### config.mk
export PLATFORM = sky130hd
export DESIGN_NAME = pelc_regs
export DESIGN_NICKNAME = d
export VERILOG_FILES = /design/src/pelc_regs.v /design/src/pelc_sync3.v
export VERILOG_INCLUDE_DIRS = /design/src
export SDC_FILE = /design/constraint.sdc
export NUM_CORES = 1
export LEC_CHECK = 0
export BUFFER_PORTS_ARGS = -buffer_cell sky130_fd_sc_hd__clkbuf_2
export CORE_ASPECT_RATIO = 1.75
export CORE_MARGIN = 2
export CORE_UTILIZATION = 50
export CTS_CLUSTER_DIAMETER = 150
export DETAILED_ROUTE_END_ITERATION = 10
export PLACE_DENSITY = 0.7
export SLEW_MARGIN = 10
export SYNTH_ARGS = -nofsm -noshare
export SYNTH_HDL_FRONTEND = slang
export SYNTH_SLANG_ARGS = --single-unit
### constraint.sdc
create_clock -name core_clk -period 4.4 [get_ports core_clk]
set_clock_uncertainty 0.1 [all_clocks]
set_input_delay 0.88 -clock core_clk [delete_from_list [all_inputs] [get_ports core_clk]]
set_output_delay 0.88 -clock core_clk [all_outputs]
set_load 0.05 [all_outputs]
### src/pelc_consts.vh
// Constants of the event and line control management registers.
`ifndef PELC_CONSTS_VH
`define PELC_CONSTS_VH

// ************************************************************
// Register addresses
// ************************************************************
`define PELC_REG_EVT 5'h1b
`define PELC_REG_LAMP 5'h1e
`define PELC_REG_XOVR 5'h1f

// ************************************************************
// Field positions
// ************************************************************
`define PELC_EVT_EN_HI 11
`define PELC_EVT_EN_LO 8
`define PELC_LAMP_HI 15
`define PELC_LAMP_LO 14
`define PELC_LAMP_POL 13
`define PELC_LAMP_MDIX 11
`define PELC_LAMP_RLOOP 7
`define PELC_XO_ALG 15
`define PELC_XO_SEL 14
`define PELC_XO_DIS 13
`define PELC_XO_ENERGY 12
`define PELC_XO_FORCE 11
`define PELC_XO_PSAVE 10
`define PELC_XO_INTLVL 9
`define PELC_XO_JABEN 8
`define PELC_XO_ANDONE 7
`define PELC_XO_PAUSE 6
`define PELC_XO_ISO 5
`define PELC_XO_MODE_HI 4
`define PELC_XO_MODE_LO 2

// ************************************************************
// Reset values and codes
// ************************************************************
`define PELC_RST_EN 4'h0
`define PELC_RST_LAMP 2'h0
`define PELC_RST_ALG 1'b1
`define PELC_RST_JABEN 1'b1
`define PELC_LAMP_SPEED 2'h0
`define PELC_LAMP_ACT 2'h1

// ************************************************************
// Management frame
// ************************************************************
`define PELC_PRE_BITS 6'h20
`define PELC_HDR_BITS 6'h0d
`define PELC_DATA_BITS 6'h10
`define PELC_OP_RD 2'h2
`define PELC_OP_WR 2'h1
`define PELC_PHY_ADDR 5'h01

`endif

### src/pelc_regs.v
// Serial management slave with event and line control registers.
`timescale 1ns/100ps
`include "pelc_consts.vh"
module pelc_regs #(
  parameter [4:0] PHY_ADDR = `PELC_PHY_ADDR
) (
  input wire core_clk,
  input wire rst_n,
  input wire mdc,
  input wire mdio_in,
  output reg mdio_out,
  output reg mdio_oe_n,
  input wire ev_jabber,
  input wire ev_rx_err,
  input wire ev_page_rx,
  input wire ev_pd_fault,
  input wire ev_lp_ack,
  input wire ev_link_down,
  input wire ev_remote_fault,
  input wire ev_link_up,
  input wire polarity_reversed,
  input wire mdix_state,
  input wire energy_present,
  input wire an_done,
  input wire pause_capable,
  input wire isolate_mode,
  input wire [2:0] op_mode,
  input wire cable_connected,
  input wire link_ok,
  input wire link_activity,
  input wire speed_100,
  output reg [1:0] lamp_mode,
  output reg first_status_lamp,
  output reg second_status_lamp,
  output reg remote_loopback,
  output reg vendor_crossover_algorithm_select,
  output reg mdix_force_swap,
  output reg auto_mdix_disable,
  output reg force_link,
  output reg rx_clk_enable,
  output reg jabber_cnt_en,
  output reg int_pin
);

  // ************************************************************
  // Frame state machine codes
  // ************************************************************
  localparam [2:0] S_PRE = 3'h0;
  localparam [2:0] S_HDR = 3'h1;
  localparam [2:0] S_TA_RD = 3'h2;
  localparam [2:0] S_RDATA = 3'h3;
  localparam [2:0] S_TA_WR = 3'h4;
  localparam [2:0] S_WDATA = 3'h5;
  localparam [2:0] S_SKIP = 3'h6;

  // ************************************************************
  // Declarations
  // ************************************************************
  wire mdc_s;
  wire mdio_s;
  reg mdc_d_r;
  wire mdc_rise;
  reg [2:0] st_r;
  reg [5:0] cnt_r;
  reg [12:0] hdr_r;
  reg [15:0] sh_r;
  reg [3:0] evt_en_r;
  reg [7:0] evt_flag_r;
  reg pol_lvl_r;
  reg psave_r;
  reg an_cmpl_r;
  reg an_done_d_r;
  wire [7:0] evt_in;
  wire hdr_last;
  wire frame_ok;
  wire addr_hit;
  wire rd_clear;
  reg wr_commit;
  wire [7:0] flag_set;

  // ************************************************************
  // Register read mux
  // ************************************************************
  function [15:0] rd_word;
    input [4:0] ra;
    begin
      case (ra)
        `PELC_REG_EVT: rd_word = {4'h0, evt_en_r, evt_flag_r};
        `PELC_REG_LAMP: rd_word = {
          lamp_mode,
          polarity_reversed,
          1'b0,
          mdix_state,
          3'h0,
          remote_loopback,
          7'h00};
        `PELC_REG_XOVR: rd_word = {
          vendor_crossover_algorithm_select,
          mdix_force_swap,
          auto_mdix_disable,
          energy_present,
          force_link,
          psave_r,
          pol_lvl_r,
          jabber_cnt_en,
          an_cmpl_r,
          pause_capable,
          isolate_mode,
          op_mode,
          2'h0};
        default: rd_word = 16'h0000;
      endcase
    end
  endfunction

  // ************************************************************
  // Link sampling
  // ************************************************************
  pelc_sync3 u_sync_mdc (
    .clk(core_clk),
    .rst_n(rst_n),
    .din(mdc),
    .dout(mdc_s)
  );

  pelc_sync3 u_sync_mdio (
    .clk(core_clk),
    .rst_n(rst_n),
    .din(mdio_in),
    .dout(mdio_s)
  );

  assign mdc_rise = mdc_s & ~mdc_d_r;
  // Clearing on the snapshot edge itself keeps an event of that cycle.
  assign rd_clear = mdc_rise && (st_r == S_TA_RD) &&
    (hdr_r[4:0] == `PELC_REG_EVT);
  assign hdr_last = (st_r == S_HDR) && (cnt_r == `PELC_HDR_BITS - 6'h01);
  assign frame_ok = hdr_r[11];
  assign addr_hit = (hdr_r[8:4] == PHY_ADDR);

  // ************************************************************
  // Frame decoder
  // ************************************************************
  always @(posedge core_clk or negedge rst_n) begin
    if (!rst_n) begin
      mdc_d_r <= 1'b0;
      st_r <= S_PRE;
      cnt_r <= 6'h00;
      hdr_r <= 13'h0000;
      sh_r <= 16'h0000;
      mdio_out <= 1'b1;
      mdio_oe_n <= 1'b1;
      wr_commit <= 1'b0;
    end else begin
      mdc_d_r <= mdc_s;
      wr_commit <= 1'b0;
      if (mdc_rise) begin
        case (st_r)
          S_PRE: begin
            if (mdio_s) begin
              if (cnt_r != `PELC_PRE_BITS) begin
                cnt_r <= cnt_r + 6'h01;
              end
            end else if (cnt_r == `PELC_PRE_BITS) begin
              st_r <= S_HDR;
              cnt_r <= 6'h00;
            end else begin
              cnt_r <= 6'h00;
            end
          end
          S_HDR: begin
            hdr_r <= {hdr_r[11:0], mdio_s};
            cnt_r <= cnt_r + 6'h01;
            if (hdr_last) begin
              cnt_r <= 6'h00;
              if (!frame_ok || !addr_hit) begin
                st_r <= S_SKIP;
              end else if (hdr_r[10:9] == `PELC_OP_RD) begin
                st_r <= S_TA_RD;
              end else if (hdr_r[10:9] == `PELC_OP_WR) begin
                st_r <= S_TA_WR;
              end else begin
                st_r <= S_SKIP;
              end
            end
          end
          S_TA_RD: begin
            // Snapshot taken here is what the station collects.
            sh_r <= rd_word(hdr_r[4:0]);
            mdio_out <= 1'b0;
            mdio_oe_n <= 1'b0;
            st_r <= S_RDATA;
          end
          S_RDATA: begin
            cnt_r <= cnt_r + 6'h01;
            if (cnt_r == `PELC_DATA_BITS) begin
              mdio_out <= 1'b1;
              mdio_oe_n <= 1'b1;
              st_r <= S_PRE;
              cnt_r <= 6'h00;
            end else begin
              mdio_out <= sh_r[15];
              sh_r <= {sh_r[14:0], 1'b0};
            end
          end
          S_TA_WR: begin
            cnt_r <= cnt_r + 6'h01;
            if (cnt_r == 6'h01) begin
              st_r <= S_WDATA;
              cnt_r <= 6'h00;
            end
          end
          S_WDATA: begin
            sh_r <= {sh_r[14:0], mdio_s};
            cnt_r <= cnt_r + 6'h01;
            if (cnt_r == `PELC_DATA_BITS - 6'h01) begin
              wr_commit <= 1'b1;
              st_r <= S_PRE;
              cnt_r <= 6'h00;
            end
          end
          S_SKIP: begin
            cnt_r <= cnt_r + 6'h01;
            if (cnt_r == `PELC_DATA_BITS + 6'h01) begin
              st_r <= S_PRE;
              cnt_r <= 6'h00;
            end
          end
          default: begin
            st_r <= S_PRE;
            cnt_r <= 6'h00;
          end
        endcase
      end
    end
  end

  // ************************************************************
  // Event flags
  // ************************************************************
  assign evt_in = {ev_jabber, ev_rx_err, ev_page_rx, ev_pd_fault,
    ev_lp_ack, ev_link_down, ev_remote_fault, ev_link_up};
  assign flag_set = evt_in;

  // A new event in the clearing cycle survives the clear.
  always @(posedge core_clk or negedge rst_n) begin
    if (!rst_n) begin
      evt_flag_r <= 8'h00;
    end else if (rd_clear) begin
      evt_flag_r <= flag_set;
    end else begin
      evt_flag_r <= evt_flag_r | flag_set;
    end
  end

  // ************************************************************
  // Written control bits
  // ************************************************************
  always @(posedge core_clk or negedge rst_n) begin
    if (!rst_n) begin
      evt_en_r <= `PELC_RST_EN;
      lamp_mode <= `PELC_RST_LAMP;
      remote_loopback <= 1'b0;
      vendor_crossover_algorithm_select <= `PELC_RST_ALG;
      mdix_force_swap <= 1'b0;
      auto_mdix_disable <= 1'b0;
      force_link <= 1'b0;
      psave_r <= 1'b0;
      pol_lvl_r <= 1'b0;
      jabber_cnt_en <= `PELC_RST_JABEN;
      an_cmpl_r <= 1'b0;
      an_done_d_r <= 1'b0;
    end else begin
      an_done_d_r <= an_done;
      // Hardware progress overrides a stale software value.
      if (an_done != an_done_d_r) begin
        an_cmpl_r <= an_done;
      end
      if (wr_commit && hdr_r[4:0] == `PELC_REG_EVT) begin
        evt_en_r <= sh_r[`PELC_EVT_EN_HI:`PELC_EVT_EN_LO];
      end
      if (wr_commit && hdr_r[4:0] == `PELC_REG_LAMP) begin
        lamp_mode <= sh_r[`PELC_LAMP_HI:`PELC_LAMP_LO];
        remote_loopback <= sh_r[`PELC_LAMP_RLOOP];
      end
      if (wr_commit && hdr_r[4:0] == `PELC_REG_XOVR) begin
        vendor_crossover_algorithm_select <= sh_r[`PELC_XO_ALG];
        mdix_force_swap <= sh_r[`PELC_XO_SEL];
        auto_mdix_disable <= sh_r[`PELC_XO_DIS];
        force_link <= sh_r[`PELC_XO_FORCE];
        psave_r <= sh_r[`PELC_XO_PSAVE];
        pol_lvl_r <= sh_r[`PELC_XO_INTLVL];
        jabber_cnt_en <= sh_r[`PELC_XO_JABEN];
        if (an_done == an_done_d_r) begin
          an_cmpl_r <= sh_r[`PELC_XO_ANDONE];
        end
      end
    end
  end

  // ************************************************************
  // Line outputs
  // ************************************************************
  always @(posedge core_clk or negedge rst_n) begin
    if (!rst_n) begin
      int_pin <= 1'b1;
      rx_clk_enable <= 1'b1;
      first_status_lamp <= 1'b0;
      second_status_lamp <= 1'b0;
    end else begin
      // Only the lower four flags have enables; the rest never interrupt.
      int_pin <= (|(evt_flag_r[3:0] & evt_en_r)) ~^ pol_lvl_r;
      if (!psave_r) begin
        rx_clk_enable <= 1'b1;
      end else if (!cable_connected) begin
        rx_clk_enable <= 1'b0;
      end else if (link_ok) begin
        rx_clk_enable <= 1'b1;
      end
      case (lamp_mode)
        `PELC_LAMP_SPEED: begin
          second_status_lamp <= speed_100;
          first_status_lamp <= link_ok | link_activity;
        end
        `PELC_LAMP_ACT: begin
          second_status_lamp <= link_activity;
          first_status_lamp <= link_ok;
        end
        default: begin
          // Reserved codes leave both lamps dark.
          second_status_lamp <= 1'b0;
          first_status_lamp <= 1'b0;
        end
      endcase
    end
  end

  // Read-only status bits come straight from the datapath.
  // Energy, pause, isolate and mode are read live.
  // Mode code is passed through unchanged.

endmodule // pelc_regs

### src/pelc_sync3.v
// Three flip-flop synchroniser with agreement filter.
`timescale 1ns/100ps
module pelc_sync3 (
  input wire clk,
  input wire rst_n,
  input wire din,
  output reg dout
);

  reg s1_r;
  reg s2_r;
  reg s3_r;

  // The first stage is read only by the second one.
  always @(posedge clk or negedge rst_n) begin
    if (!rst_n) begin
      s1_r <= 1'b0;
      s2_r <= 1'b0;
      s3_r <= 1'b0;
      dout <= 1'b0;
    end else begin
      s1_r <= din;
      s2_r <= s1_r;
      s3_r <= s2_r;
      if (s2_r == s3_r) begin
        dout <= s3_r;
      end
    end
  end

endmodule // pelc_sync3

==> reports/results.ini <==
[timing]
finalHoldViolCount = 0
fmax_ghz = 0.3875
finalSetupViolCount = 0
setup_ws_ns = 1.819
fin_crit_ns = 2.581
tightest_slew_ns = 1.071
rsz0062_at_grt = false
period_share_pct = 58.65
finalSetupTns_ns = 0
maxSlewViolCount = 0
slew_headroom_pct = 28.59

[synth]
netlist_area_sq_mm = 0.003570
syn_area_per_cell_sq_um = 11.37
synth_area_leaders = dfrtp_1, mux2_2, dfstp_2
synth_area_leader_cell = dfrtp_1
ys_seq_area_share_pct = 54.19
synth_top_area_share_pct = 49.77
ys_ff_latch = 77
ys_warn_count = 0
synth_edf_count = 0
postSynthCellCount = 314
ys_types = 56
synthArstFlopShare_pct = 100.0
ys.flop_type = dfrtp_1
syn_nets = 342

[power_and_ir_drop]
internal-power_mw = 1.314
ir_worst_vdd_v = 0.0002215
p_comb_share_pct = 8.2
total_power_mw = 1.711
pwr-share-clk_pct = 46.7
netSwitchingPower_mw = 0.3964
power.leakage_nw = 1.829
switching_share_pct = 23.17
power_density_mw_per_mm2 = 413.9
power_frac_seq_pct = 45.1

[placed_design]
hpwl_um = 5413
dp_slack_ns = 1.805
portBuffers = 38
place.gp.congestion = 0.9551

[clocking]
cts_hold_buffers = 0
numCtsBuffers = 9
ctsResizeCount = 0
cts.path.max_buffers = 2
cts_tree = built
htreeDepth = 3
post_cts_buffers = 0
cts.sinks = 77
cts_root_buf = clkbuf_16
clk-insertion-delay-late_ns = 0.34
clk_transition_reported_paths_ns = 0.05

[global_route]
grt_usage_pct = 21.88
grt_max_degree = 78
overflow = 0
grt_pass1_wl_um = 12560
grt_pass1_vias = 2637
antenna_found_initial = 0

[final_layout]
nets = 377
syn_to_final_growth_pct = 15.77
fill_cells = 586
final_cell_mix = dfrtp_1, clkbuf_2, nand2_1, mux2_2, o21ai_0
num_antenna_cells = 0
layout_commonest_cell = dfrtp_1
drive_gt1_share_pct = 26.55

[die]
fp.dieW_um = 67.87
dieArea_sq_mm = 0.007858
start_util_pct = 51.68
core_sq_mm = 0.006907
std_cell_rows = 40
io-pin-count = 39
die_height_um = 115.8

[setup_path]
cp.required_ns = 4.51
path_max_fanout = 20
crit_type = reg2reg
endpoint_kind = flip-flop
start_kind = flip-flop
worst_ep_arrival_time_ns = 2.69

[detailed_routing]
ant_nets = 0
routed_wl_um = 7767
first_pass_iters = 4
drc_errors = 0
post_drt_wl_per_cell_um = 17.73
via_per_inst = 5.929
drtIter0Drc = 157
vias = 2597

[run_status]
status = finished, final reports clean

[hold_path]
hold_path.class = reg2reg

[flow_run]
drv_cap = 0

==> synthesized netlist by cell type, types with 2 or more instances <==
cell type  instances
nor2_1            14
a21o_1             9
dfrtp_1           71
nor3_1             3
a21oi_1            7
nor3b_1            2
dfstp_2            6
ha_1               3
xor2_1             2
clkbuf_1           9
mux2i_1           10
inv_1              8
o21ai_0           18
mux2_2            31
a2bb2oi_1          8
nand3b_1           2
a22oi_1            4
maj3_1             3
a311oi_1           2
a32oi_1            3
o22ai_1            2
and2_1             3
buf_2              4
nand3_1            6
o31ai_1            2
o21ai_1            6
nor2b_1            5
o211ai_1           4
a22o_1             3
nand4_1            3
nand2_1           36
==> metrics by stage <==
| stage | util [%] | hold slack, ns | instance area (sq um) | std cells |
|---|---|---|---|---|
| after global routing | 59.84 | 0.2610 | 4133 | 438 |
| after detailed placement | 55.11 | 0.2356 | 3806 | 422 |
| after floorplan | - | 0.2312 | 3570 | 314 |
| final | 59.84 | 0.2481 | 4133 | 438 |
| after global placement | 55.11 | 0.2321 | 3806 | 422 |
| after CTS | 59.84 | 0.2482 | 4133 | 438 |
==> state kept, by name, indices dropped and copies added (netlist names), 2 cells and up <==
signal	cells
sh_r	16
hdr_r	12
evt_flag_r	8
cnt_r	6
evt_en_r	4
st_r	3
lamp_mode	2
==> cells by family after synthesis <==
family | Yosys count | synth area share (%)
AOI/OAI and AO/OA | 79 | 15.39
xor gates and xnor gates | 2 | 0.4908
adders and majority gates | 6 | 1.893
buffers and inverters | 22 | 2.664
DFF | 77 | 54.19
muxes | 41 | 12.58
and+or+nand+nor | 87 | 12.79
==> path summary, 6_finish.rpt <==
kind                             startpoint                 end  slack, ns  cells after the start
setup / recovery                   hdr_r[2]           an_cmpl_r       1.82                      4
hold / removal             u_sync_mdio.s1_r    u_sync_mdio.s2_r       0.25                      0
hold reg to reg            u_sync_mdio.s1_r    u_sync_mdio.s2_r       0.25                      0
min in group asynchronous             rst_n     u_sync_mdc.s2_r       0.60                      1
max in group asynchronous             rst_n  second_status_lamp       2.97                      1
setup reg to reg                   hdr_r[2]           an_cmpl_r       1.82                      4
==> worst max-delay path, stage by stage, from the launching register on <==
cell	delay, ns
dfrtp_1	0.86
nand4_1	0.21
nor2_1	0.53
mux2_2	0.41
maj3_1	0.34
==> power groups by stage <==
stage	Clock [mW]	Combinational [mW]	Sequential (mW)
2_1_floorplan	0	0.0907	0.776
3_3_place_gp	0	0.137	0.781
3_5_place_dp	0	0.139	0.783
4_1_cts	0.815	0.139	0.770
5_1_grt	0.843	0.157	0.774
6_report	0.799	0.140	0.771
==> layer usage <==
| metal | share of wire (%) | track usage [%] | up-vias |
|---|---|---|---|
| met5 | 0 | 0 | - |
| met4 | 2.8 | 11.47 | 0 |
| met3 | 3.5 | 5.340 | 17 |
| met2 | 54 | 36.99 | 69 |
| met1 | 40 | 25.05 | 1297 |
| li1 | - | - | 1214 |
==> cell type report <==
| cell class | count | area (sq um) | area share [%] |
|---|---|---|---|
| clock buffer | 12 | 256.5 | 6.206 |
| clock inverter | 4 | 70.07 | 1.695 |
| inverter | 8 | 30.03 | 0.7266 |
| multi-input combinational | 215 | 1544 | 37.36 |
| sequential | 77 | 1934 | 46.81 |
| tap | 84 | 105.1 | 2.543 |
| timing repair buffer | 38 | 192.7 | 4.662 |
(Power assumes the default switching activity.)
